### src/shared/ueb_cfg.svh
// offsets, field positions, reset values and timing counts of the endpoint buffer block
`ifndef UEB_CFG_SVH
`define UEB_CFG_SVH
// register offsets (9-bit firmware address)
`define UEB_A_CTRL     9'h000
`define UEB_A_IFLAG    9'h001
`define UEB_A_IEN      9'h002
`define UEB_A_XSTAT    9'h003
`define UEB_A_EPCTL0   9'h004
`define UEB_A_EPCTL1   9'h005
`define UEB_A_BD_BASE  9'h010
`define UEB_A_BD_MASK  9'h1F0
`define UEB_A_RAM_LO   9'h1B8
`define UEB_A_RAM_HI   9'h1DF
// sizes
`define UEB_RAM_WORDS  40
`define UEB_NUM_BD     4
// control register bits
`define UEB_CTRL_ATTACH 0
`define UEB_CTRL_IDLE   1
`define UEB_CTRL_SUSP   2
// interrupt flag and enable bits
`define UEB_F_TOK      0
`define UEB_F_ERR      1
`define UEB_F_ACT      2
`define UEB_F_RST      3
// endpoint control bits
`define UEB_EP_STALL   0
`define UEB_EP_EN      1
// descriptor status bits
`define UEB_BD_OWN     7
`define UEB_BD_DATA1   6
`define UEB_BD_SETUP   2
// transfer status fields
`define UEB_XS_EP      4
`define UEB_XS_DIR     3
`define UEB_XS_SETUP   2
// reset values
`define UEB_RST_BYTE   8'h00
// timing
`define UEB_CLK_KHZ    20000
`define UEB_IDLE_MS    3
`define UEB_IDLE_CYC   (`UEB_IDLE_MS * `UEB_CLK_KHZ)
`endif

### src/shared/ueb_pkg.sv
// types of the endpoint buffer block
package ueb_pkg;
`include "ueb_cfg.svh"

   typedef enum logic [3:0] {
      ENG_IDLE = 4'b0001,
      ENG_RX   = 4'b0010,
      ENG_TX   = 4'b0100,
      ENG_HS   = 4'b1000
   } ueb_eng_e;

   typedef enum logic [1:0] {
      PID_OUT   = 2'h0,
      PID_IN    = 2'h1,
      PID_SETUP = 2'h2
   } ueb_pid_e;

   typedef enum logic [1:0] {
      HS_ACK   = 2'h0,
      HS_NAK   = 2'h1,
      HS_STALL = 2'h2
   } ueb_hs_e;

   typedef struct packed {
      logic [8:0] addr;
      logic [7:0] wdata;
      logic       we;
      logic       re;
   } ueb_reg_req_s;

   typedef struct packed {
      ueb_pid_e   pid;
      logic [3:0] ep;
   } ueb_tok_s;

   typedef struct packed {
      logic       valid;
      logic [7:0] data;
      logic       done;
      logic       crc_err;
   } ueb_rx_s;

   typedef struct packed {
      logic [7:0] data;
      logic       last;
      logic       empty;
      logic       data1;
   } ueb_tx_s;

   typedef struct packed {
      ueb_eng_e        st;
      ueb_hs_e         hs;
      logic            attach;
      logic            idle;
      logic            susp;
      logic            irq;
      logic [3:0]      iflag;
      logic [3:0]      ien;
      logic [7:0]      xstat;
      logic [1:0]      stall;
      logic [1:0]      ep_en;
      logic [3:0][7:0] bd_stat;
      logic [3:0][7:0] bd_cnt;
      logic [3:0][7:0] bd_addr;
      logic [1:0]      cur;
      logic [5:0]      idx;
      logic            is_setup;
      logic            drop;
      logic            bad;
      logic            tx_ph;
      logic [15:0]     idle_cnt;
      logic [1:0]      act_sync;
      logic            act_prev;
      logic [1:0]      rst_sync;
      logic            rst_prev;
      logic [7:0]      rdata;
      logic            rd_ram;
   } ueb_state_s;

   typedef struct packed {
      logic [7:0] a;
      logic [7:0] b;
   } ueb_ram_rd_s;
endpackage

### src/rtl/ueb_dpram.sv
// dual-port buffer memory: firmware port a, engine port b
`timescale 1ns/1ps
module ueb_dpram (
   // clock, reset, enable
   input  wire logic       clk,
   input  wire logic       rst_n,
   input  wire logic       ce,
   // firmware port
   input  wire logic [5:0] a_addr,
   input  wire logic       a_we,
   input  wire logic [7:0] a_wdata,
   output logic      [7:0] a_rdata,
   // engine port
   input  wire logic [5:0] b_addr,
   input  wire logic       b_we,
   input  wire logic [7:0] b_wdata,
   output logic      [7:0] b_rdata
);
   import ueb_pkg::*;

   logic [7:0]  mem [`UEB_RAM_WORDS];
   ueb_ram_rd_s r;
   ueb_ram_rd_s next_r;

   // out-of-range index reads zero
   always_comb begin
      next_r.a = (a_addr < 6'(`UEB_RAM_WORDS)) ? mem[a_addr] : 8'h00;
      next_r.b = (b_addr < 6'(`UEB_RAM_WORDS)) ? mem[b_addr] : 8'h00;
   end

   // storage has no reset, like real cells
   always_ff @(posedge clk) begin
      if (ce && a_we && a_addr < 6'(`UEB_RAM_WORDS)) begin
         mem[a_addr] <= a_wdata;
      end
      if (ce && b_we && b_addr < 6'(`UEB_RAM_WORDS)) begin
         mem[b_addr] <= b_wdata;
      end
   end

   // registered read data
   always_ff @(posedge clk or negedge rst_n) begin
      if (!rst_n) begin
         r <= '0;
      end else if (ce) begin
         r <= next_r;
      end
   end

   assign a_rdata = r.a;
   assign b_rdata = r.b;
endmodule

### src/rtl/ueb_core.sv
// endpoint buffer, ownership and bus event logic of a low-speed usb function
// Operation
// setup data goes to endpoint zero OUT buffer, status recorded, token-done raised
// firmware fills endpoint zero IN buffer, then sets the owner bit
// on IN token the engine sends the owned buffer, then raises token-done
// bus-idle flag sets after 3 ms without bus activity
// with activity interrupt enabled, first bus transition raises it
// clearing attach disconnects from the bus; setting it reconnects
// firmware keeps a soft detach cycle near 50 ms
// stall bit set makes the endpoint refuse host transfers until cleared
// bus errors raise the error interrupt; never auto-detach
// owner bit shows a filled OUT buffer; firmware copies and returns it
// firmware checks IN buffer free, copies, toggles data bit, sets owner
// loaded IN buffer stays engine-owned until the host has taken it
// at start firmware enables regulator and only the bus-reset interrupt
// on bus reset firmware sets up descriptors, endpoints, other interrupts
// any enabled interrupt sends the processor to its fixed vector
// firmware walks powered, default, addressed, configured states
// after 3 ms idle the block suspends and enables the activity interrupt
// firmware disables the activity interrupt when servicing wake-up
// request-type bit 6 set routes token-done to the class handler
// endpoint zero IN and OUT have own buffers; setup is never refused
// firmware keeps enumeration state in low bits of a software byte
// buffer base is eight bits with implied ninth bit, inside 1B8h-1DFh
// token-done, error and activity flags stay set until firmware clears
`timescale 1ns/1ps
module ueb_core #(
   parameter int IDLE_CYCLES = `UEB_IDLE_CYC
) (
   // clock, reset, enable
   input  wire logic                  clk,
   input  wire logic                  rst_n,
   input  wire logic                  ce,
   // firmware register port
   input  wire ueb_pkg::ueb_reg_req_s reg_req,
   output logic                 [7:0] reg_rdata,
   // token and data path
   input  wire logic                  tok_valid,
   input  wire ueb_pkg::ueb_tok_s     tok,
   input  wire ueb_pkg::ueb_rx_s      rx,
   input  wire logic                  link_err,
   output logic                       tx_valid,
   output ueb_pkg::ueb_tx_s           tx,
   input  wire logic                  tx_ready,
   output logic                       hs_valid,
   output ueb_pkg::ueb_hs_e           hs_code,
   // transceiver pins
   input  wire logic                  line_active,
   input  wire logic                  bus_reset_pin,
   // system outputs
   output logic                       pullup_en,
   output logic                       suspend,
   output logic                       usb_irq
);
   import ueb_pkg::*;

   ueb_state_s s;
   ueb_state_s next_s;
   logic [3:0] set_f;
   logic [3:0] clr_f;
   logic       act_edge;
   logic       rst_edge;
   logic       a_we;
   logic [7:0] a_rdata;
   logic       b_we;
   logic [5:0] b_addr;
   logic [7:0] b_rdata;
   logic [1:0] d;
   logic       ep_ok;

   // address to buffer index
   function automatic logic [5:0] ram_index(input logic [8:0] a);
      logic [8:0] t;
      t = a - `UEB_A_RAM_LO;
      return t[5:0];
   endfunction

   function automatic logic in_ram(input logic [8:0] a);
      return (a >= `UEB_A_RAM_LO) && (a <= `UEB_A_RAM_HI);
   endfunction

   // buffer must fit the shared window; ninth bit implied one
   function automatic logic buf_ok(input logic [7:0] ba, input logic [7:0] len);
      logic [9:0] lo;
      logic [9:0] hi;
      lo = {2'b01, ba};
      hi = lo + {2'b00, len};
      return (lo >= {1'b0, `UEB_A_RAM_LO}) && (hi <= ({1'b0, `UEB_A_RAM_HI} + 10'h001));
   endfunction

   function automatic logic is_bd(input logic [8:0] a);
      return (a & `UEB_A_BD_MASK) == `UEB_A_BD_BASE;
   endfunction

   assign b_addr   = ram_index({1'b1, s.bd_addr[s.cur]} + {3'h0, s.idx});
   assign act_edge = s.act_sync[1] != s.act_prev;
   assign rst_edge = s.rst_sync[1] && !s.rst_prev;
   assign d        = {tok.ep[0], tok.pid == PID_IN};
   assign ep_ok    = (tok.ep < 4'h2) && s.ep_en[tok.ep[0]];

   always_comb begin
      next_s = s;
      set_f  = 4'h0;
      clr_f  = 4'h0;
      a_we   = 1'b0;
      b_we   = 1'b0;

      // pin synchronisers; only the second stage is looked at
      next_s.act_sync = {s.act_sync[0], line_active};
      next_s.act_prev = s.act_sync[1];
      next_s.rst_sync = {s.rst_sync[0], bus_reset_pin};
      next_s.rst_prev = s.rst_sync[1];

      // register read, data presented next cycle
      next_s.rd_ram = reg_req.re && in_ram(reg_req.addr);
      if (reg_req.re) begin
         next_s.rdata = `UEB_RST_BYTE;
         if (reg_req.addr == `UEB_A_CTRL) begin
            next_s.rdata[`UEB_CTRL_ATTACH] = s.attach;
            next_s.rdata[`UEB_CTRL_IDLE]   = s.idle;
            next_s.rdata[`UEB_CTRL_SUSP]   = s.susp;
         end else if (reg_req.addr == `UEB_A_IFLAG) begin
            next_s.rdata[3:0] = s.iflag;
         end else if (reg_req.addr == `UEB_A_IEN) begin
            next_s.rdata[3:0] = s.ien;
         end else if (reg_req.addr == `UEB_A_XSTAT) begin
            next_s.rdata = s.xstat;
         end else if (reg_req.addr == `UEB_A_EPCTL0 || reg_req.addr == `UEB_A_EPCTL1) begin
            next_s.rdata[`UEB_EP_STALL] = s.stall[reg_req.addr[0]];
            next_s.rdata[`UEB_EP_EN]    = s.ep_en[reg_req.addr[0]];
         end else if (is_bd(reg_req.addr)) begin
            unique case (reg_req.addr[1:0])
               2'h0: next_s.rdata = s.bd_stat[reg_req.addr[3:2]];
               2'h1: next_s.rdata = s.bd_cnt[reg_req.addr[3:2]];
               2'h2: next_s.rdata = s.bd_addr[reg_req.addr[3:2]];
               2'h3: next_s.rdata = `UEB_RST_BYTE;
            endcase
         end
      end

      // register write
      if (reg_req.we) begin
         if (reg_req.addr == `UEB_A_CTRL) begin
            next_s.attach = reg_req.wdata[`UEB_CTRL_ATTACH];
         end else if (reg_req.addr == `UEB_A_IFLAG) begin
            clr_f = reg_req.wdata[3:0];
         end else if (reg_req.addr == `UEB_A_IEN) begin
            next_s.ien = reg_req.wdata[3:0];
         end else if (reg_req.addr == `UEB_A_EPCTL0 || reg_req.addr == `UEB_A_EPCTL1) begin
            next_s.stall[reg_req.addr[0]] = reg_req.wdata[`UEB_EP_STALL];
            next_s.ep_en[reg_req.addr[0]] = reg_req.wdata[`UEB_EP_EN];
         end else if (is_bd(reg_req.addr) && !s.bd_stat[reg_req.addr[3:2]][`UEB_BD_OWN]) begin
            // engine-owned descriptors are locked against firmware
            unique case (reg_req.addr[1:0])
               2'h0: next_s.bd_stat[reg_req.addr[3:2]] = reg_req.wdata;
               2'h1: next_s.bd_cnt[reg_req.addr[3:2]]  = reg_req.wdata;
               2'h2: next_s.bd_addr[reg_req.addr[3:2]] = reg_req.wdata;
               2'h3: ;
            endcase
         end else if (in_ram(reg_req.addr)) begin
            a_we = 1'b1;
         end
      end

      // idle timer: any line activity restarts it
      if (s.act_sync[1] || act_edge) begin
         next_s.idle_cnt = 16'h0000;
         next_s.idle     = 1'b0;
      end else if (!s.idle) begin
         if (s.idle_cnt == 16'(IDLE_CYCLES - 1)) begin
            next_s.idle    = 1'b1;
            next_s.susp    = 1'b1;
            next_s.ien[`UEB_F_ACT] = 1'b1;
         end else begin
            next_s.idle_cnt = s.idle_cnt + 16'h0001;
         end
      end

      // wake-up on the first bus transition
      if (act_edge && s.ien[`UEB_F_ACT]) begin
         set_f[`UEB_F_ACT] = 1'b1;
         next_s.susp = 1'b0;
      end

      // bus errors are only reported, the pull-up stays as firmware left it
      if (link_err) begin
         set_f[`UEB_F_ERR] = 1'b1;
      end

      // transfer engine
      unique case (s.st)
         ENG_IDLE: begin
            if (tok_valid && s.attach && ep_ok) begin
               next_s.cur      = d;
               next_s.idx      = 6'h00;
               next_s.tx_ph    = 1'b0;
               next_s.is_setup = tok.pid == PID_SETUP;
               next_s.drop     = 1'b0;
               next_s.bad      = !buf_ok(s.bd_addr[d], s.bd_cnt[d]);
               next_s.hs       = HS_ACK;
               if (tok.pid == PID_IN) begin
                  if (s.stall[tok.ep[0]]) begin
                     next_s.hs = HS_STALL;
                     next_s.st = ENG_HS;
                  end else if (!s.bd_stat[d][`UEB_BD_OWN]) begin
                     next_s.hs = HS_NAK;
                     next_s.st = ENG_HS;
                  end else if (!buf_ok(s.bd_addr[d], s.bd_cnt[d])) begin
                     set_f[`UEB_F_ERR] = 1'b1;
                  end else begin
                     next_s.st = ENG_TX;
                  end
               end else begin
                  next_s.st = ENG_RX;
                  if (tok.pid == PID_SETUP && tok.ep == 4'h0) begin
                     next_s.drop = 1'b0;
                  end else if (s.stall[tok.ep[0]]) begin
                     next_s.drop = 1'b1;
                     next_s.hs   = HS_STALL;
                  end else if (!s.bd_stat[d][`UEB_BD_OWN]) begin
                     next_s.drop = 1'b1;
                     next_s.hs   = HS_NAK;
                  end
               end
            end
         end
         ENG_RX: begin
            if (rx.done) begin
               if (rx.crc_err || (s.bad && !s.drop)) begin
                  set_f[`UEB_F_ERR] = 1'b1;
                  next_s.st = ENG_IDLE;
               end else if (s.drop) begin
                  next_s.st = ENG_HS;
               end else begin
                  // hand the filled buffer back to firmware
                  next_s.bd_cnt[s.cur] = {2'b00, s.idx};
                  next_s.bd_stat[s.cur][`UEB_BD_OWN]   = 1'b0;
                  next_s.bd_stat[s.cur][`UEB_BD_SETUP] = s.is_setup;
                  next_s.xstat = 8'h00;
                  next_s.xstat[`UEB_XS_EP]    = s.cur[1];
                  next_s.xstat[`UEB_XS_SETUP] = s.is_setup;
                  set_f[`UEB_F_TOK] = 1'b1;
                  next_s.st = ENG_HS;
               end
            end else if (rx.valid && !s.drop) begin
               if ({2'b00, s.idx} < s.bd_cnt[s.cur]) begin
                  b_we       = !s.bad;
                  next_s.idx = s.idx + 6'h01;
               end else begin
                  next_s.bad = 1'b1; // overrun counts as a bus error
               end
            end
         end
         ENG_TX: begin
            if (!s.tx_ph) begin
               next_s.tx_ph = 1'b1; // fetch cycle
            end else if (tx_ready) begin
               if (tx.last) begin
                  next_s.bd_stat[s.cur][`UEB_BD_OWN] = 1'b0;
                  next_s.xstat = 8'h00;
                  next_s.xstat[`UEB_XS_EP]  = s.cur[1];
                  next_s.xstat[`UEB_XS_DIR] = 1'b1;
                  set_f[`UEB_F_TOK] = 1'b1;
                  next_s.st = ENG_IDLE;
               end else begin
                  next_s.idx   = s.idx + 6'h01;
                  next_s.tx_ph = 1'b0;
               end
            end
         end
         ENG_HS: begin
            next_s.st = ENG_IDLE;
         end
      endcase

      // host bus reset aborts any transfer and ends suspend
      if (rst_edge) begin
         set_f[`UEB_F_RST] = 1'b1;
         next_s.st   = ENG_IDLE;
         next_s.susp = 1'b0;
      end

      // hardware set wins over firmware clear
      next_s.iflag = (s.iflag & ~clr_f) | set_f;
      next_s.irq   = |(next_s.iflag & next_s.ien);
   end

   // whole state in one register; enable low freezes everything
   always_ff @(posedge clk or negedge rst_n) begin
      if (!rst_n) begin
         s    <= '0;
         s.st <= ENG_IDLE;
      end else if (ce) begin
         s <= next_s;
      end
   end

   ueb_dpram u_ram (
      .clk     (clk),
      .rst_n   (rst_n),
      .ce      (ce),
      .a_addr  (ram_index(reg_req.addr)),
      .a_we    (a_we),
      .a_wdata (reg_req.wdata),
      .a_rdata (a_rdata),
      .b_addr  (b_addr),
      .b_we    (b_we),
      .b_wdata (rx.data),
      .b_rdata (b_rdata)
   );

   // outputs
   assign reg_rdata = s.rd_ram ? a_rdata : s.rdata;
   assign tx_valid  = (s.st == ENG_TX) && s.tx_ph;
   assign tx.data   = b_rdata;
   assign tx.empty  = s.bd_cnt[s.cur] == 8'h00;
   assign tx.last   = tx.empty || ({2'b00, s.idx} + 8'h01 == s.bd_cnt[s.cur]);
   assign tx.data1  = s.bd_stat[s.cur][`UEB_BD_DATA1];
   assign hs_valid  = s.st == ENG_HS;
   assign hs_code   = s.hs;
   assign pullup_en = s.attach;
   assign suspend   = s.susp;
   assign usb_irq   = s.irq;
endmodule

### config.mk
export PLATFORM = sky130hd
export DESIGN_NAME = ueb_core
export DESIGN_NICKNAME = d
export VERILOG_FILES = /design/src/shared/ueb_pkg.sv /design/src/rtl/ueb_dpram.sv /design/src/rtl/ueb_core.sv
export VERILOG_INCLUDE_DIRS = /design/src /design/src/shared
export SDC_FILE = /design/constraint.sdc
export NUM_CORES = 1
export LEC_CHECK = 0
export BUFFER_PORTS_ARGS = -buffer_cell sky130_fd_sc_hd__buf_2
export CORE_MARGIN = 2
export CORE_UTILIZATION = 30
export CTS_CLUSTER_DIAMETER = 50
export DETAILED_ROUTE_END_ITERATION = 7
export GPL_ROUTABILITY_DRIVEN = 1
export GPL_TIMING_DRIVEN = 0
export MAX_ROUTING_LAYER = met4
export SYNTH_ARGS = -nofsm -noshare
export SYNTH_HDL_FRONTEND = slang
export SYNTH_SLANG_ARGS = --single-unit
### constraint.sdc
create_clock -name clk -period 6.7 [get_ports clk]
set_input_delay 2.01 -clock clk [delete_from_list [all_inputs] [get_ports clk]]
set_output_delay 2.01 -clock clk [all_outputs]
set_load 0.01 [all_outputs]
# [Yosys cells after proc, flatten, opt, wreduce, memory -nomap -nowiden]
# Memory sizes are Yosys's and may differ from the RTL's.
# Index checks and enable logic that the tools add are counted.
[word_totals] regBits=185 ram_bits=320 out_inout_bits=26 elab_cells=329 mem_count=1
[memory_table] memory="u_ram.mem" words=40 width=8 rd=2 rd_clocked_by_memory_dff=0 wr=2 line_no="ueb_dpram.sv:21" text="logic [7:0] mem [`UEB_RAM_WORDS];"
[op_classes] n_addsub=7 order_cmp=16 n_eq_ne=40 n_mux=166 bitwise_logic=10 reduce_logical=51
[op_table] cell="$mux W96" n=6
[op_table] cell="$mux W32" n=7
[op_table] cell="$mux W64" n=3
[op_table] cell="$mux W8" n=21
[op_table] cell="$bwmux W32" n=5
[op_table] cell="$bmux W8 S2" n=9
[op_table] cell="$mux W4" n=19
[op_table] cell="$mux W6" n=11
[op_table] cell="$demux W8 S2" n=4
[op_table] cell="$pmux W32 S2" n=1
[op_table] cell="$mux W1" n=55
[op_table] cell="$mux W16" n=3
[op_table] cell="$and A32 B32 Y32" n=1
[op_table] cell="$not A32 Y32" n=1
[op_table] cell="$pmux W8 S4" n=1
[op_table] cell="$ne A2 B2 Y1 const B" n=13
[op_table] cell="$logic_and A1 B1 Y1" n=20
[op_table] cell="$eq A9 B2 Y1 const B" n=2
[op_table] cell="$eq A9 B3 Y1 const B" n=2
[op_table] cell="$ge A9 B9 Y1 const B" n=2
[op_table] cell="$pmux W6 S3" n=1
[op_table] cell="$add A16 B1 Y16 const B" n=1
[op_table] cell="$eq A16 B16 Y1 const B" n=1
[op_table] cell="$pmux W4 S4" n=1
[op_table] cell="58 further kinds" n=100

# [Depth between registers and ports, before layout]
# Gate-level depths: netlist (run 1).
[logic_depth] word_depth=18 depth_mapped=19 mapped_depth_nobuf=13

# [Modules after synthesis]
# From an unflattened synthesis (run 1), not the netlist that was laid out.
[hier_totals] hier_cells=2413 hier_area_um2=30750.7
[by_module_without_submodules] module="ueb_dpram" n_inst=1 cells_per_inst=1455 area_each_um2=20450.9 seq_area_each_um2=10009.6
[by_module_without_submodules] module="ueb_core" n_inst=1 cells_per_inst=958 area_each_um2=10299.9 seq_area_each_um2=4105.2

# [Worst setup path before layout (run 1)]
# No wires, ideal clock.
[synth_path] path_type="in2reg" start="input port tok[4] in the netlist's numbering" end="register s[166] in the netlist's numbering" setup_time_ns=0.084 arrival_time_ns=5.275 required_ns=6.616 setup_slack_ns=1.341 path_stages=15 path_cell_list="nor2b_1 -> buf_2 -> clkbuf_1 -> mux4_2 -> ha_1 -> inv_1 -> fa_1 -> nand2b_1 -> a2111o_1 -> o211ai_1 -> o21ai_0 -> o21ai_0 -> nor2_1 -> o2111a_1 -> o22ai_1"
[synth_via] elab_chain_cells=9 word_cells_on_any_way=19 cone_classes="add/sub (1); order compare (2); eq/ne (2); mux (12); reduce/logical (2)"
[synth_lines] item="from (decl)" line_no="ueb_core.sv:39" text="input wire ueb_pkg::ueb_tok_s tok,"
[synth_lines] item="$eq A2 B1 Y1 (*)" line_no="ueb_core.sv:98, ueb_core.sv:201"
[synth_lines] item="branches (longest 8 deep; another with $add A9 B8 Y10)"
[synth_lines] item="to (signal assigned)" line_no="ueb_core.sv:294" text="s <= next_s;"
[synth_lines] item="to (decl)" line_no="ueb_core.sv:57" text="ueb_state_s s;"
# Every way passes the cells marked *. The select of a mux whose other input is x is not followed.
# A chain may end at the register's enable or synchronous reset.

# [Final worst setup path (run 1)]
[layout_path] start="register s[41] in the netlist's numbering" end="register u_ram.r, in the netlist u_ram.b_rdata[3]"
[layout_via] elab_chain_cells=6 word_cells_on_any_way=7 cone_classes="add/sub (2); order compare (1); mux (3); memory (1)"
[layout_lines] item="$bmux W8 S2 (*)" line_no="ueb_core.sv:95" text="assign b_addr = ram_index({1'b1, s.bd_addr[s.cur]} + {3'h0, s.idx});"
[layout_lines] item="$mux W6 (not written as such) (*)" line_no="ueb_core.sv:95"
[layout_lines] item="$add A6 B6 Y6 (*)" line_no="ueb_core.sv:95"
[layout_lines] item="$sub A6 B6 Y6 (no source line) (*)"
[layout_lines] item="$mem_v2 Z40 W8 or $lt A6 B6 Y1 (tied branches)"
[layout_lines] item="$mux W8 (*)" line_no="ueb_dpram.sv:28" text="next_r.b = (b_addr < 6'(`UEB_RAM_WORDS)) ? mem[b_addr] : 8'h00;"
[layout_lines] item="to (signal assigned)" line_no="ueb_dpram.sv:46" text="r <= next_r;"
[layout_lines] item="to (decl)" line_no="ueb_dpram.sv:22" text="ueb_ram_rd_s r;"
# Every way passes the cells marked *; elsewhere a longest branch is shown, timed or not. The select of a mux whose other input is x is not followed.

==> results of run 1 <==
-- cell families after synthesis --
| family | synth area share (%) |
|---|---|
| AOI/OAI and AO/OA | 10.9 |
| buffers and inverters | 3.45 |
| xor gates and xnor gates | 0.857 |
| and+or+nand+nor | 7.88 |
| DFF | 47.6 |
| adders and majority gates | 1.28 |
| muxes | 28.0 |
-- flip-flops by register name, summed over array words and instances, names as in the netlist --
| name | cells |
|---|---|
| u_ram.a_rdata | 8 |
| s | 155 |
| hs_code | 2 |
| suspend | 1 |
| u_ram.b_rdata | 8 |
| usb_irq | 1 |
| u_ram.mem | 320 |
| pullup_en | 1 |
| next_s | 4 |
-- worst max path at each step --
stage | depth (start not counted) | start | slack, ns | end
3_3_place_gp | 17 | s[41] | -0.99 | u_ram.b_rdata[4]
4_1_cts | 17 | s[41] | 0.02 | u_ram.b_rdata[2]
5_1_grt | 18 | s[41] | 0.01 | u_ram.b_rdata[3]
2_1_floorplan | 15 | tok[4] | 1.34 | s[166]
6_report | 18 | s[41] | 0.07 | u_ram.b_rdata[3]
3_5_place_dp | 17 | s[41] | -0.94 | u_ram.b_rdata[1]
-- per-stage QoR --
step,instances,util (%),instance area [µm²]
2_1_floorplan,2349,-,29600
3_3_place_gp,3690,32.1,31500
3_5_place_dp,3703,32.3,31700
4_1_cts,3835,34.8,34200
5_1_grt,3837,35.0,34300
6_report,3838,35.0,34300
-- final cells by class --
| type | count | area (µm²) | area share [%] |
|---|---|---|---|
| Multi-Input combinational cell | 1588 | 14700 | 42.8 |
| Sequential cell | 500 | 14100 | 41.1 |
| Clock buffer | 85 | 1930 | 5.63 |
| Tap cell | 1287 | 1610 | 4.69 |
| Buffer | 217 | 920 | 2.68 |
| Clock inverter | 49 | 484 | 1.41 |
| Timing Repair Buffer | 67 | 409 | 1.19 |
| Inverter | 40 | 150 | 0.438 |
| Antenna cell | 5 | 12.5 | 0.0365 |
-- layout by cell type, fill, tap and decap left out, types with 18 or more instances in the layout --
| cell type | instances |
|---|---|
| a21oi_1 | 80 |
| a22oi_1 | 24 |
| a31oi_1 | 22 |
| buf_1 | 24 |
| buf_2 | 74 |
| clkbuf_1 | 156 |
| clkbuf_16 | 73 |
| dfrtp_1 | 179 |
| edfxtp_1 | 320 |
| ha_1 | 27 |
| inv_1 | 39 |
| mux2_2 | 399 |
| mux2i_1 | 22 |
| mux4_2 | 150 |
| nand2_1 | 121 |
| nand3_1 | 20 |
| nor2_1 | 125 |
| nor4_1 | 18 |
| o21ai_0 | 77 |
| o22ai_1 | 160 |
-- power groups by stage --
stage | logic (mW) | clock network [mW] | registers, mW
after floorplan | 0.538 | 0 | 3.43
after global placement | 0.937 | 0 | 3.44
after detailed placement | 0.946 | 0 | 3.44
after CTS | 0.954 | 3.87 | 3.38
after global routing | 1.03 | 3.99 | 3.39
final | 1.01 | 3.87 | 3.38
-- layer usage --
layer / vias up / global-route usage (%)
met5: - / -
met1: 12100 / 31.0
met3: 432 / 7.28
li1: 9550 / -
met2: 1901 / 34.6
met4: 0 / 12.9
-- critical path, cell delays in order, from the launching register on --
cell and delay [ns]:
dfrtp_1 0.34, buf_6 0.19, clkbuf_1 0.40, buf_2 0.43, mux4_2 0.57, ha_1 0.30
ha_1 0.15, inv_1 0.06, fa_1 0.57, clkbuf_1 0.38, buf_1 0.62, nor3b_1 0.29
clkbuf_1 0.60, a22oi_1 0.21, nand4_1 0.16, o21ai_0 0.19, o21ai_0 0.57, mux2i_1 0.29
a21oi_1 0.21
==> key figures, run 1 <==
Setup path
  – Worst R2R Setup Slack: 0.07 ns
  – RR Endpoint: u_ram.b_rdata[3]
  – Startpoint types: flop
  – R2R Path Start: s[41]
  – CP Capture Type: flop
  – Worst Path Max Fanout: 10
  – Worst EP arrival: 7.18 ns
  – Reg2reg path depth: 18
  – Critical Path RT: 7.24 ns
  – Worst Setup Path Type: flop to flop

Pwr
  – P_int: 5.91 mW
  – Cell leakage power: 12.2 nW
  – Comb power frac: 12.2%
  – Power Dens Cells: 241 nW/µm²
  – Reg power frac: 41.0%
  – Peak supply drop: 0.195 mV
  – Clock network power share: 46.9%
  – Total net switching power: 2.34 mW
  – Design Power: 8.26 mW
  – Switching share of power: 28.4%

Clock network
  – CTS tree: built
  – Clock latency on the worst-skew pair: 0.65 ns
  – Clock Path Buffers: 3
  – # hold bufs at CTS: 0
  – H-Tree Depth: 3
  – Worst-path clk slew: 0.06 ns
  – Number of CTS-inserted buffers: 73
  – Clock Root Buffer: clkbuf_16
  – # Post-CTS Setup Buffers: 0
  – Clock sink count: 500
  – Post-CTS sizing: 24

Place
  – Pre-CTS setup slack: -0.939 ns
  – Gpl congestion: 1.03
  – IO buf count: 54
  – Detailed Place HPWL: 89.0 mm

Global route
  – Gr ovfl total: 0
  – Antenna violations before repair: 5
  – Vias in the first global route: 22,800
  – Tot GR Track Use: 24.3%
  – Largest net degree at the start of global routing: 116
  – First-pass GRT wire length: 172 mm

Synth
  – Ys flop type: edfxtp_1
  – #FFs+latches synth: 500
  – Syn Nets: 2,422
  – Synth top area cells: edfxtp_1, mux2_2, dfrtp_1
  – Post-synth top area share: 32.4%
  – Ys async rst share: 36.0%
  – Yosys warnings: 0
  – Count leader, synth: mux2_2
  – Mapped Cells: 2,349
  – List of most frequent post-synthesis cells: mux2_2, edfxtp_1, dfrtp_1
  – Post-synth EDFFs: 320
  – Sequential fraction of the synthesis area: 47.6%
  – Largest area contributor in the netlist: edfxtp_1
  – Netlist cell types: 85
  – Mean post-synth cell area: 12.6 µm²
  – Post-synthesis cell area: 29,600 µm²

Floorplan
  – IO Pins: 70
  – Die X: 318 µm
  – DIE AREA: 101,000 µm²
  – Vert. Die Dim: 318 µm
  – Row Count: 115
  – Initial Util: 30.2%
  – Core region area: 98,100 µm²

STA
  – Min cycle time layout: 6.63 ns
  – Final Max Slew Viols: 10
  – Max Clock Freq: 0.151 GHz
  – Tcrit/Tclk final: 99.0%
  – # setup viols final: 0
  – Worst-Margin Slew: 1.55 ns
  – Fin Setup TNS: 0 ns
  – Setup slack after layout: 0.0669 ns
  – Unrepaired setup endpoints after global routing: no
  – Min Hold Slack: 0.478 ns
  – Slew HR: -3.99%
  – Final Hold Viols: 0
  – Setup Skew: 0.0315 ns

Detailed routing
  – Met2 WL post-DR: 52.1 mm
  – Pre-antenna DRT Iters: 6
  – Met1 wire length: 47.0 mm
  – WL/cell: 32.0 µm
  – Top layer in use: met4
  – Final WL: 123 mm
  – Via count: 23,900
  – DR WL met3: 16.2 mm
  – Vias per inst: 6.24
  – DRC viols: 0
  – Post-DRT Antenna Nets: 0
  – DRT iter0 DRCs: 3,835

Flow run
  – Max cap viols: 1

Status
  – Status: finished with violations
  – Failing checks: capacitance limit, slew limit

Hold path
  – Worst hold endpoint: s[1]
  – Hold Crit Start: s[1]
  – Worst Hold Depth: 2
  – Min-delay worst type: flop to flop

Final layout
  – Final #Nets: 2,560
  – Share of cells above drive strength 1: 33.4%
  – Layout area overhead: 15.8%
  – Fillers: 9,624
Note: power is estimated with default switching activity, not from simulation.
==> inputs of run 2 (changes only) <==
--- a/config.mk
+++ b/config.mk
@@ -6,11 +6,11 @@
 export SDC_FILE = /design/constraint.sdc
 export NUM_CORES = 1
 export LEC_CHECK = 0
-export BUFFER_PORTS_ARGS = -buffer_cell sky130_fd_sc_hd__buf_2
 export CORE_MARGIN = 2
 export CORE_UTILIZATION = 30
 export CTS_CLUSTER_DIAMETER = 50
 export DETAILED_ROUTE_END_ITERATION = 7
+export DONT_BUFFER_PORTS = 1
 export GPL_ROUTABILITY_DRIVEN = 1
 export GPL_TIMING_DRIVEN = 0
 export MAX_ROUTING_LAYER = met4
==> key figures, run 2 (same netlist as run 1, synthesis figures left out) <==
Setup path
  – Crit path cell chain: clkbuf_1 > clkbuf_1 > buf_1 > clkbuf_1 > nand3_1 > o21bai_1
  – Worst Setup Path Type: input pin to flop
  – Critical Path RT: 6.95 ns (-0.29 ns)
  – CP Capture Type: flop
  – Worst EP arrival: 6.91 ns (-0.27 ns)
  – Slowest stage delay, CP: 1.13 ns (+0.51 ns)
  – Most used cell, CP: clkbuf_1
  – Startpoint types: input pin
  – Slowest-stage cell, CP: o21bai_1
  – Worst Path Max Fanout: 10 (unchanged)

Clock network
  – CTS tree: built
  – Worst-path clk slew: 0.06 ns (about the same)
  – Clock sink count: 500 (unchanged)
  – H-Tree Depth: 3 (unchanged)
  – Clock Path Buffers: 3 (unchanged)
  – Clock latency on the worst-skew pair: 0.64 ns (about the same)
  – Clock Root Buffer: clkbuf_16
  – # hold bufs at CTS: 0 (unchanged)
  – Number of CTS-inserted buffers: 66 (-9.6%)

Floorplan
  – Core region area: 98,100 µm² (unchanged)
  – Vert. Die Dim: 318 µm (unchanged)
  – Die X: 318 µm (unchanged)
  – Row Count: 115 (unchanged)
  – DIE AREA: 101,000 µm² (unchanged)
  – Initial Util: 30.2% (unchanged)
  – IO Pins: 70 (unchanged)

Place
  – Pre-CTS setup slack: -1.08 ns (-0.140 ns)
  – Gpl congestion: 1.00 (-2.2%)
  – IO buf count: 0 (-100%)
  – Detailed Place HPWL: 87.8 mm (-1.3%)

Pwr
  – Peak supply drop: 0.174 mV (-11%)
  – Cell leakage power: 11.8 nW (-3.4%)
  – Power Dens Cells: 236 nW/µm² (-1.8%)

Final layout
  – Commonest non-fill, non-tap cell in the layout: mux2_2
  – Layout area overhead: 13.7%
  – Top Registers: u_ram.mem (320), s (155)
  – Storage cell area: 14,100 µm² (unchanged)
  – Most frequent cells in the layout: mux2_2, edfxtp_1, dfrtp_1, clkbuf_1, o22ai_1
  – Share of cells above drive strength 1: 30.6% (-2.8 points)
  – Biggest register: u_ram.mem
  – Number of flip-flops in the largest register: 320 (unchanged)
  – Area taken by multi-input logic gates: 14,600 µm² (-0.68%)
  – Post-layout util: 34.3% (-0.62 points)
  – Fillers: 9,732 (+1.1%)
  – Final #Nets: 2,499 (-2.4%)

Global route
  – Largest net degree at the start of global routing: 181 (+56%)
  – Vias in the first global route: 22,900 (+0.20%)
  – First-pass GRT wire length: 170 mm (-1.1%)
  – Tot GR Track Use: 24.1% (-0.22 points)
  – Gr ovfl total: 0 (unchanged)
  – Antenna violations before repair: 4 (-1)

Detailed routing
  – Vias per inst: 6.24 (+0.10%)
  – Post-DRT Antenna Nets: 0 (unchanged)
  – Via count: 23,500 (-1.6%)
  – DRC viols: 0 (unchanged)
  – Pre-antenna DRT Iters: 5 (-1)
  – DRT iter0 DRCs: 3,649 (-4.9%)
  – Final WL: 121 mm (-1.2%)
  – WL/cell: 32.2 µm (+0.53%)

STA
  – Tcrit/Tclk final: 99.5% (+0.45 points)
  – Max Clock Freq: 0.150 GHz (-0.45%)
  – Setup slack after layout: 0.0367 ns (-0.0302 ns)
  – Slew HR: -2.74% (+1.2 points)
  – Setup Skew: 0.0425 ns (+0.0110 ns)
  – # setup viols final: 0 (unchanged)
  – Final Hold Viols: 0 (unchanged)
  – Min cycle time layout: 6.66 ns (+0.0302 ns)
  – Final Max Slew Viols: 18 (+8)
  – Worst-Margin Slew: 1.54 ns (-0.00753 ns)
  – Unrepaired setup endpoints after global routing: no

Hold path
  – Min-delay worst type: flop to flop

Status
  – Failing checks: capacitance limit, slew limit
  – Status: finished with violations

Flow run
  – Max cap viols: 2 (+1)
[run 2: worst max-delay path: cells and delay by family]
kind / cells / cell delay, ns
simple gates: 1 / 0.57
buf+inv: 4 / 3.16
compound gates: 1 / 1.13
[run 2: final cells by class]
| class | count | share of cell area [%] |
|---|---|---|
| plain buffers | 216 | 2.64 |
| clock inverters | 34 | 1.12 |
| diodes | 6 | 0.0446 |
| repair buffers | 14 | 0.390 |
| well taps | 1287 | 4.78 |
| flip-flops and latches | 500 | 41.9 |
| multi-input cells | 1588 | 43.2 |
| inverters | 40 | 0.446 |
| clock buffers | 86 | 5.46 |
[run 2: repair_timing]
item | CTS | global route
cloned | 0 | 0
setup endpoints to repair | 254 | 94
setup buffers | 0 | 0
endpoints found under the hold margin | 0 | 0
gates resized for setup | 25 | 4
[run 2: routing by layer]
layer	GRT usage, %	part of all wire [%]
met5	-	0
met4	12.4	5.8
met3	8.01	14
met2	34.5	43
met1	30.2	38
[run 2: per-stage QoR]
step	setup TNS, ns	instance area (µm²)	total power [mW]	instances	hold slack (ns)
finish	0	33700	7.96	3771	0.484
global route	0	33700	8.12	3768	0.506
CTS	0	33700	7.92	3766	0.482
detailed placement	-89.08	31400	4.32	3649	0.468
global placement	-121.39	31200	4.31	3636	0.462
floorplan	0	29600	3.97	2349	0.444
[run 2: final timing paths]
kind / to / cells after the start / slack [ns] / from
setup / recovery: u_ram.mem[18][4] / 6 / 0.04 / reg_req[13]
hold / removal: s[2] / 2 / 0.48 / s[2]
setup reg to reg: u_ram.b_rdata[7] / 16 / 0.20 / s[42]
hold reg to reg: s[2] / 2 / 0.48 / s[2]
max in group asynchronous: s[165] / 0 / 5.28 / rst_n
min in group asynchronous: s[40] / 0 / 1.09 / rst_n
[run 2: power by group]
part | switching, mW | internal, mW
clock network | 1.49 | 2.16
registers | 0.0571 | 3.34
logic | 0.603 | 0.314
